--- src/hw/uart_cfg.svh ---
`ifndef UART_CFG_SVH
`define UART_CFG_SVH

// ----------------------------------------------------------------
// Register byte offsets
// ----------------------------------------------------------------
`define OFS_CTRL 5'h00
`define OFS_ERR 5'h04
`define OFS_IMASK 5'h08
`define OFS_RIS 5'h0C
`define OFS_MIS 5'h10
`define OFS_ICR 5'h14
`define OFS_STAT 5'h18

// ----------------------------------------------------------------
// Field positions
// ----------------------------------------------------------------
`define CTRL_SMART_BIT 5
`define CTRL_W 7
`define STAT_SPACE_BIT 0
`define STAT_IDLE_BIT 1
`define IRQ_W 11
`define IRQ_RX 4
`define IRQ_TX 5
`define IRQ_RT 6
`define IRQ_FE 7
`define IRQ_PE 8
`define IRQ_BE 9
`define IRQ_OE 10

// ----------------------------------------------------------------
// Reset values and fixed counts
// ----------------------------------------------------------------
`define CTRL_RST 7'h00
`define IMASK_RST 11'h000
`define WLEN_EIGHT 2'h3
`define WLEN_BASE 4'h5
`define LINE_IDLE 1'h1

`endif

--- src/hw/uart_pkg.sv ---
package uart_pkg;

   typedef enum logic [2:0] {
      parity_off,
      parity_even_sel,
      parity_odd_sel,
      parity_forced_one,
      parity_forced_zero
   } parity_mode_t;

   typedef enum logic {
      txirq_on_fill_level,
      txirq_on_idle
   } txirq_mode_t;

   typedef struct packed {
      txirq_mode_t txmode;
      logic smart;
      logic [1:0] wlen;
      parity_mode_t par;
   } ctrl_t;

   typedef struct packed {
      logic rx_overrun_err_flag;
      logic rx_break_err_flag;
      logic rx_parity_err_flag;
      logic rx_frame_err_flag;
   } rx_err_t;

   typedef struct packed {
      rx_err_t err;
      logic [7:0] data;
   } rx_char_t;

endpackage

--- src/hw/parity_calc.sv ---
`timescale 1ns/1ps
module parity_calc (
   input wire logic [7:0] data,
   input wire logic [1:0] wlen,
   input wire uart_pkg::parity_mode_t mode,
   output logic bit_out,
   output logic enable
);
   logic [7:0] mask;
   logic odd_ones;

   always_comb begin
      mask = 8'hFF >> (2'h3 - wlen);
      odd_ones = ^(data & mask);
      enable = (mode != uart_pkg::parity_off);
      case (mode)
         uart_pkg::parity_even_sel: bit_out = odd_ones;
         uart_pkg::parity_odd_sel: bit_out = ~odd_ones;
         uart_pkg::parity_forced_one: bit_out = 1'h1;
         default: bit_out = 1'h0;
      endcase
   end
endmodule

--- src/hw/uart_parity_error_txint_logic.sv ---
// Overview of operation
// [RULE_01] Parity is none, even, odd, forced one or forced zero; forced modes send a fixed bit.
// [RULE_02] The one parity setting drives both the sent parity bit and the parity checked on receive.
// [RULE_03] Framing, parity, break and overrun flags are kept and read together as one word.
// [RULE_04] Flags follow the per-character error bits, but overrun is flagged the moment it occurs.
// [RULE_05] One write clears all four receive error flags at once.
// [RULE_06] Software clears the error flags after clearing an error interrupt so the next one fires.
// [RULE_07] Enabling smart card mode sets its bit and forces 8-bit words with even parity.
// [RULE_08] Disabling smart card mode clears the smart card bit and returns to plain operation.
// [RULE_09] A status bit is true while the transmit FIFO has a free entry and false when it is full.
// [RULE_10] By default the transmit interrupt fires when the FIFO level falls past the threshold.
// [RULE_11] In idle mode the transmit interrupt fires once the FIFO is empty and the shifter done.
// [RULE_12] The transmit interrupt mode is both writable and readable.
// [RULE_13] Eleven interrupt sources are enabled one by one and only enabled ones reach the output.
// [RULE_14] Interrupt status reads both raw and masked by the enables.
// [RULE_15] Break is flagged when the line stays low longer than one whole character frame.
// [RULE_16] The error clear leaves the receive data, enables and transmit interrupt mode alone.
`timescale 1ns/1ps
`include "uart_cfg.svh"
module uart_parity_error_txint_logic (
   input wire logic clk,
   input wire logic srst,
   input wire logic ce,
   input wire logic [4:0] avs_address,
   input wire logic avs_read,
   input wire logic avs_write,
   input wire logic [31:0] avs_writedata,
   output logic [31:0] avs_readdata,
   output logic avs_waitrequest,
   output uart_pkg::ctrl_t line_fmt,
   input wire logic [7:0] tx_char,
   output logic tx_parity_bit,
   output logic tx_parity_en,
   input wire logic rx_pin,
   input wire logic bit_tick,
   input wire logic rx_char_valid,
   input wire logic [7:0] rx_char_data,
   input wire logic rx_char_par,
   input wire logic rx_char_stop_ok,
   input wire logic rx_fifo_full,
   output uart_pkg::rx_char_t rx_word,
   output logic rx_word_valid,
   input wire logic [4:0] tx_fifo_level,
   input wire logic [4:0] tx_fifo_thr,
   input wire logic tx_fifo_full,
   input wire logic tx_shift_busy,
   input wire logic rx_level_evt,
   input wire logic rx_timeout_irq,
   input wire logic [3:0] modem_chg,
   output logic tx_space_avail,
   output logic irq
);

   // ----------------------------------------------------------------
   // Helpers
   // ----------------------------------------------------------------
   function automatic logic hit(input logic [4:0] addr, input logic [4:0] ofs);
      hit = (addr == ofs);
   endfunction

   uart_pkg::ctrl_t ctrl_r;
   uart_pkg::rx_err_t err_r;
   uart_pkg::rx_char_t rxw_r;
   logic [`IRQ_W-1:0] imask_r, ris_r;
   logic [31:0] rdata_r;
   logic [3:0] brk_cnt_r;
   logic [4:0] lvl_r;
   logic wait_r, rx_meta_r, rx_s_r, brk_armed_r, ovr_pend_r, idle_r;
   logic space_r, irq_r, txp_bit_r, txp_en_r, rxw_v_r;

   logic req, acc, err_clr, ctrl_wr, icr_wr;
   logic tx_exp_bit, tx_exp_en, rx_exp_bit, rx_exp_en;
   uart_pkg::rx_err_t ch_err, err_set;
   logic brk_fire, tx_idle, tx_evt;
   logic [3:0] frame_bits;
   logic [`IRQ_W-1:0] evt;

   assign req = avs_read | avs_write;
   assign acc = ce & req & ~wait_r;
   assign err_clr = acc & avs_write & hit(avs_address, `OFS_ERR);
   assign ctrl_wr = acc & avs_write & hit(avs_address, `OFS_CTRL);
   assign icr_wr = acc & avs_write & hit(avs_address, `OFS_ICR);

   // ----------------------------------------------------------------
   // Bus slave
   // ----------------------------------------------------------------
   // Each request waits one cycle; read data is captured on the first edge so it stands
   // stable at the completing edge.
   always_ff @(posedge clk) begin
      if (srst) begin
         wait_r <= 1'h1;
      end else if (ce) begin
         wait_r <= ~(req & wait_r);
      end
   end

   always_ff @(posedge clk) begin
      if (srst) begin
         rdata_r <= 32'h0000_0000;
      end else if (ce && req && wait_r) begin
         rdata_r <= 32'h0000_0000;
         if (avs_read) begin
            case (avs_address)
               `OFS_CTRL: rdata_r[`CTRL_W-1:0] <= ctrl_r; // RULE_12
               `OFS_ERR: rdata_r[3:0] <= err_r; // RULE_03
               `OFS_IMASK: rdata_r[`IRQ_W-1:0] <= imask_r;
               `OFS_RIS: rdata_r[`IRQ_W-1:0] <= ris_r; // RULE_14
               `OFS_MIS: rdata_r[`IRQ_W-1:0] <= ris_r & imask_r; // RULE_14
               `OFS_STAT: rdata_r[1:0] <= {idle_r, space_r};
               default: rdata_r <= 32'h0000_0000;
            endcase
         end
      end
   end

   // ----------------------------------------------------------------
   // Control register
   // ----------------------------------------------------------------
   always_ff @(posedge clk) begin
      if (srst) begin
         ctrl_r <= `CTRL_RST;
      end else if (ce && ctrl_wr) begin
         ctrl_r.txmode <= uart_pkg::txirq_mode_t'(avs_writedata[`CTRL_W-1]); // RULE_12
         ctrl_r.smart <= avs_writedata[`CTRL_SMART_BIT]; // RULE_08
         if (avs_writedata[`CTRL_SMART_BIT]) begin
            ctrl_r.wlen <= `WLEN_EIGHT; // RULE_07
            ctrl_r.par <= uart_pkg::parity_even_sel; // RULE_07
         end else begin
            ctrl_r.wlen <= avs_writedata[4:3];
            if (avs_writedata[2:0] > 3'(uart_pkg::parity_forced_zero)) begin
               ctrl_r.par <= uart_pkg::parity_off;
            end else begin
               ctrl_r.par <= uart_pkg::parity_mode_t'(avs_writedata[2:0]); // RULE_01
            end
         end
      end
   end

   always_ff @(posedge clk) begin
      if (srst) begin
         imask_r <= `IMASK_RST;
      end else if (ce && acc && avs_write && hit(avs_address, `OFS_IMASK)) begin
         imask_r <= avs_writedata[`IRQ_W-1:0];
      end
   end

   // ----------------------------------------------------------------
   // Parity generation and checking
   // ----------------------------------------------------------------
   parity_calc tx_par (.data(tx_char), .wlen(ctrl_r.wlen), .mode(ctrl_r.par),
      .bit_out(tx_exp_bit), .enable(tx_exp_en));

   parity_calc rx_par (.data(rx_char_data), .wlen(ctrl_r.wlen), .mode(ctrl_r.par),
      .bit_out(rx_exp_bit), .enable(rx_exp_en));

   always_ff @(posedge clk) begin
      if (srst) begin
         txp_bit_r <= 1'h0;
         txp_en_r <= 1'h0;
      end else if (ce) begin
         txp_bit_r <= tx_exp_bit; // RULE_01 RULE_02
         txp_en_r <= tx_exp_en;
      end
   end

   always_comb begin
      ch_err.rx_frame_err_flag = ~rx_char_stop_ok;
      ch_err.rx_parity_err_flag = rx_exp_en & (rx_char_par != rx_exp_bit); // RULE_02
      ch_err.rx_break_err_flag = ~rx_char_stop_ok & ~rx_char_par & (rx_char_data == 8'h00);
      ch_err.rx_overrun_err_flag = ovr_pend_r;
   end

   // A character dropped on a full FIFO marks the next delivered one with overrun.
   always_ff @(posedge clk) begin
      if (srst) begin
         rxw_r <= '0;
         rxw_v_r <= 1'h0;
         ovr_pend_r <= 1'h0;
      end else if (ce) begin
         rxw_v_r <= rx_char_valid & ~rx_fifo_full;
         if (rx_char_valid && !rx_fifo_full) begin
            rxw_r <= {ch_err, rx_char_data};
            ovr_pend_r <= 1'h0;
         end else if (rx_char_valid) begin
            ovr_pend_r <= 1'h1;
         end
      end
   end

   // ----------------------------------------------------------------
   // Break detection on the line
   // ----------------------------------------------------------------
   always_ff @(posedge clk) begin
      if (srst) begin
         rx_meta_r <= `LINE_IDLE;
         rx_s_r <= `LINE_IDLE;
      end else if (ce) begin
         rx_meta_r <= rx_pin;
         rx_s_r <= rx_meta_r;
      end
   end

   // Start, data, parity and stop bits make one frame.
   assign frame_bits = 4'h2 + `WLEN_BASE + {2'h0, ctrl_r.wlen} + {3'h0, rx_exp_en};
   assign brk_fire = bit_tick & ~rx_s_r & brk_armed_r & (brk_cnt_r == frame_bits); // RULE_15

   always_ff @(posedge clk) begin
      if (srst) begin
         brk_cnt_r <= 4'h0;
         brk_armed_r <= 1'h1;
      end else if (ce) begin
         if (rx_s_r) begin
            brk_cnt_r <= 4'h0;
            brk_armed_r <= 1'h1;
         end else if (bit_tick) begin
            if (brk_cnt_r != 4'hF) begin
               brk_cnt_r <= brk_cnt_r + 4'h1;
            end
            if (brk_fire) begin
               brk_armed_r <= 1'h0;
            end
         end
      end
   end

   // ----------------------------------------------------------------
   // Receive error flags
   // ----------------------------------------------------------------
   always_comb begin
      err_set = '0;
      if (rx_char_valid && !rx_fifo_full) begin
         err_set = ch_err; // RULE_04
         err_set.rx_overrun_err_flag = 1'h0;
      end
      err_set.rx_overrun_err_flag = rx_char_valid & rx_fifo_full; // RULE_04
      err_set.rx_break_err_flag = err_set.rx_break_err_flag | brk_fire; // RULE_15
   end

   // A new error wins over a clear in the same cycle; the clear touches nothing else.
   always_ff @(posedge clk) begin
      if (srst) begin
         err_r <= '0;
      end else if (ce) begin
         err_r <= (err_clr ? uart_pkg::rx_err_t'(4'h0) : err_r) | err_set; // RULE_05 RULE_16
      end
   end

   // ----------------------------------------------------------------
   // Transmit side status
   // ----------------------------------------------------------------
   assign tx_idle = (tx_fifo_level == 5'h00) & ~tx_shift_busy;

   always_ff @(posedge clk) begin
      if (srst) begin
         space_r <= 1'h1;
         idle_r <= 1'h1;
         lvl_r <= 5'h00;
      end else if (ce) begin
         space_r <= ~tx_fifo_full; // RULE_09
         idle_r <= tx_idle;
         lvl_r <= tx_fifo_level;
      end
   end

   always_comb begin
      if (ctrl_r.txmode == uart_pkg::txirq_on_idle) begin
         tx_evt = tx_idle & ~idle_r; // RULE_11
      end else begin
         tx_evt = (lvl_r > tx_fifo_thr) & (tx_fifo_level <= tx_fifo_thr); // RULE_10
      end
   end

   // ----------------------------------------------------------------
   // Interrupt status
   // ----------------------------------------------------------------
   // Error interrupts fire only when a flag goes from clear to set or an error meets a clear write,
   // so a flag left set hides repeats of the same error.
   always_comb begin
      evt = '0;
      evt[3:0] = modem_chg;
      evt[`IRQ_RX] = rx_level_evt;
      evt[`IRQ_TX] = tx_evt;
      evt[`IRQ_RT] = rx_timeout_irq;
      evt[`IRQ_FE] = err_set.rx_frame_err_flag & (~err_r.rx_frame_err_flag | err_clr);
      evt[`IRQ_PE] = err_set.rx_parity_err_flag & (~err_r.rx_parity_err_flag | err_clr);
      evt[`IRQ_BE] = err_set.rx_break_err_flag & (~err_r.rx_break_err_flag | err_clr);
      evt[`IRQ_OE] = err_set.rx_overrun_err_flag & (~err_r.rx_overrun_err_flag | err_clr);
   end

   always_ff @(posedge clk) begin
      if (srst) begin
         ris_r <= '0;
      end else if (ce) begin
         ris_r <= (icr_wr ? ris_r & ~avs_writedata[`IRQ_W-1:0] : ris_r) | evt; // RULE_13
      end
   end

   always_ff @(posedge clk) begin
      if (srst) begin
         irq_r <= 1'h0;
      end else if (ce) begin
         irq_r <= |(ris_r & imask_r); // RULE_13
      end
   end

   assign avs_readdata = rdata_r;
   assign avs_waitrequest = wait_r;
   assign line_fmt = ctrl_r;
   assign tx_parity_bit = txp_bit_r;
   assign tx_parity_en = txp_en_r;
   assign rx_word = rxw_r;
   assign rx_word_valid = rxw_v_r;
   assign tx_space_avail = space_r;
   assign irq = irq_r;
endmodule

--- config.mk ---
export PLATFORM = sky130hd
export DESIGN_NAME = uart_parity_error_txint_logic
export DESIGN_NICKNAME = d
export VERILOG_FILES = /design/src/hw/uart_pkg.sv /design/src/hw/parity_calc.sv /design/src/hw/uart_parity_error_txint_logic.sv
export VERILOG_INCLUDE_DIRS = /design/src /design/src/hw
export SDC_FILE = /design/constraint.sdc
export NUM_CORES = 1
export LEC_CHECK = 0
export BUFFER_PORTS_ARGS = -buffer_cell sky130_fd_sc_hd__buf_2
export CAP_MARGIN = 30
export CORE_AREA = 2 2 99 101
export DETAILED_ROUTE_END_ITERATION = 8
export DIE_AREA = 0 0 101 103
export HOLD_SLACK_MARGIN = 0.05
export PLACE_DENSITY = 0.76
export SYNTH_ARGS = -nofsm -noshare
export SYNTH_HDL_FRONTEND = slang
export SYNTH_HIERARCHICAL = 1
export SYNTH_SLANG_ARGS = --single-unit
export TNS_END_PERCENT = 5
--- constraint.sdc ---
create_clock -name clk -period 2.5 [get_ports clk]
set_clock_uncertainty 0.2 [all_clocks]
set_input_delay 0 -clock clk [delete_from_list [all_inputs] [get_ports clk]]
set_output_delay 0 -clock clk [all_outputs]
set_load 0.05 [all_outputs]
==> results_dict.tcl <==
set metrics [dict create \
    grt_usage_pct 25.7 \
    worst_pin_slew_ps 820 \
    critPathLaunchType "input port" \
    core-area_um2 9460 \
    cts_tree "built" \
    drt_pass1_iterations 5 \
    timing.rr.end "ris_r[8]" \
    grt_max_degree 40 \
    drt_iter0_markers 330 \
    yosys_register_bits 76 \
    grt_remaining_overflow 0 \
    rr_worst_depth 9 \
    rsz0062_at_grt "yes" \
    dieArea_um2 10400 \
    syn_area_um2 4230 \
    power_mw 2.91 \
    cp.arrival_ps 2460 \
    via_per_inst 5.70 \
    drv_cap 0 \
    crit_required_ps 2550 \
    final_nets 768 \
    ys_async_sr_fraction_pct 0 \
    power.density_nw_per_um2 497 \
    peakVddDrop_mv 0.218 \
    final_common_cell "buf_2" \
    clk-insertion-delay-late_ps 360 \
    syn_avg_cell_area_um2 8.49 \
    postPlaceCellArea_um2 4780 \
    fin_area_um2 5850 \
    antenna_left 0 \
    die_h_um 103 \
    grt_pass1_vias 4356 \
    htreeDepth 3 \
    finalNonFillerCells 792 \
    synth_edf_count 0 \
    placed_cells 697 \
    drc 0 \
    period_minus_slack_ps 2400 \
    wl_per_cell_um 16.7 \
    maxSlewViolCount 0 \
    start_util_pct 44.7 \
    rows 36 \
    n_antenna_cell 0 \
    numClockSinks 76 \
    layout_common_cells "buf_2 (93), dlygate4sd3_1 (76), dfxtp_1 (74)" \
    synthCells 498 \
    p_leak_nw 2.67 \
    ys_types 65 \
    vias 4511 \
    area_growth_pct 38.3 \
    status "complete, no violations" \
    fmax_mhz 416 \
    numCtsBuffers 9 \
    dp_hpwl_mm 8.40 \
    portBuffers 96 \
    grt_pass1_wl_mm 21.0 \
    wl_mm 13.2 \
    cp_max_fo 9 \
    hp-class "in -> reg" \
    endpoint_kind "register" \
    finalHoldViolations 0 \
    final_layout_size_suffix_gt1_share_pct 20.4 \
    path_clk_slew_ps 80 \
    crit_path_end "ris_r[3]" \
    yosysSeqAreaShare_pct 36.0 \
    crit_start "avs_address[1]" \
    io_pins 139 \
    synth_flop_cell "dfxtp_1" \
    dieWidth_um 101 \
    setup_viol 0 \
    r2r_slack_ps 120 \
    relSlewSlack_pct 45.3 \
    gp_congestion 0.914 \
    tns_ps 0 \
    cts_buffer_depth 2 \
    crit_type "in -> reg" \
    rr_startpoint "line_fmt[3]" \
    min_period_over_period_pct 96.2 \
    antenna_found_initial 0 \
    yosys_warnings 6 \
    cts_root_buf "clkbuf_8" \
]
## worst min-delay path by stage
stage,start,endpoint,slack [ps],depth (start not counted)
after floorplan,rx_pin,rx_meta_r,-80,1
after global placement,rx_pin,rx_meta_r,7,2
after detailed placement,rx_pin,rx_meta_r,10,2
after CTS,tx_fifo_thr[0],ris_r[5],60,5
after global routing,tx_fifo_thr[0],ris_r[5],90,5
final,tx_fifo_thr[0],ris_r[5],70,5
## where the power goes
part | internal [mW] | total (mW) | leakage, nW | switching [mW]
logic | 0.230 | 0.537 | 1.94 | 0.307
registers | 1.24 | 1.26 | 0.619 | 0.0257
clock network | 0.645 | 1.11 | 0.116 | 0.461
total | 2.11 | 2.91 | 2.67 | 0.794
## per-layer routing
| metal | wire (um) | track usage (%) | vias up |
|---|---|---|---|
| met5 | 0 | 0 | - |
| met4 | 611 | 13.4 | 0 |
| met3 | 897 | 4.81 | 60 |
| met2 | 6440 | 44.0 | 224 |
| met1 | 5260 | 30.9 | 2122 |
| li1 | - | - | 2105 |
## final cells by class
cell class / instances / area [um^2]
Fill cell: 762 / 3610
Tap cell: 114 / 143
Clock inverter: 3 / 67.6
Timing Repair Buffer: 186 / 1380
Multi-Input combinational cell: 376 / 2470
Clock buffer: 13 / 169
Inverter: 24 / 90.1
Sequential cell: 76 / 1520
## cell usage after synthesis, drive strengths merged (5+ instances only)
library cell | number | area (um^2)
mux2i | 24 | 240
nor3 | 6 | 30.0
a21boi | 5 | 37.5
nand4b | 6 | 52.6
nand3 | 17 | 85.1
inv | 24 | 90.1
nor4 | 6 | 50.0
nor2 | 33 | 124
a21o | 8 | 60.1
o21ai | 24 | 120
and2 | 5 | 31.3
clkbuf | 13 | 50.0
a22oi | 6 | 45.0
dfxtp | 76 | 1520
nor2b | 8 | 50.1
nand2 | 55 | 206
ha | 13 | 163
a21oi | 47 | 235
buf | 29 | 194
or4b | 5 | 50.1
nand2b | 10 | 62.6
nand4 | 6 | 37.5
## repair_timing
| action | 4_1_cts | 5_1_grt |
|---|---|---|
| hold buffers | 79 | 0 |
| setup endpoints to repair | 0 | 14 |
| endpoints found under the hold margin | 71 | 0 |
| gates resized for setup | 0 | 9 |
| buffers inserted | 0 | 3 |
## sequential cells by signal (all words and copies together), names as in the netlist
| signal | count |
|---|---|
| ovr_pend_r | 1 |
| err_r | 4 |
| idle_r | 1 |
| irq | 1 |
| line_fmt | 7 |
| ris_r | 11 |
| tx_parity_en | 1 |
| avs_readdata | 11 |
| brk_armed_r | 1 |
| rx_meta_r | 1 |
| rx_word_valid | 1 |
| avs_waitrequest | 1 |
| imask_r | 11 |
| rx_s_r | 1 |
| tx_parity_bit | 1 |
| brk_cnt_r | 4 |
| rx_word | 12 |
| lvl_r | 5 |
| tx_space_avail | 1 |
## cell families after synthesis
group / Yosys count / share of synthesized area (%)
and+or+nand+nor: 178 / 22.5
AOI/OAI and AO/OA: 127 / 19.2
DFF: 76 / 36.0
buffers and inverters: 66 / 7.90
muxes: 26 / 6.21
adders and majority gates: 13 / 3.85
xor gates and xnor gates: 11 / 4.29
other: 1 / 0.0887
## critical path, cell delays in order
cell	delay, ps
dlygate4sd3_1	530
buf_2	180
nor4bb_1	420
nand3_2	290
o21ai_0	360
a21oi_1	110
dlygate4sd3_1	560
## metrics by stage
step,utilization (%),worst slack (ps),hold WS [ps]
after CTS,61.4,7.35,56.1
after global placement,50.5,132,7.30
final,61.8,95.4,66.6
after floorplan,-,6.27,-77.6
after global routing,61.8,-57.1,93.2
after detailed placement,50.5,70.3,11.2
Note: power is estimated with default switching activity, not from simulation.
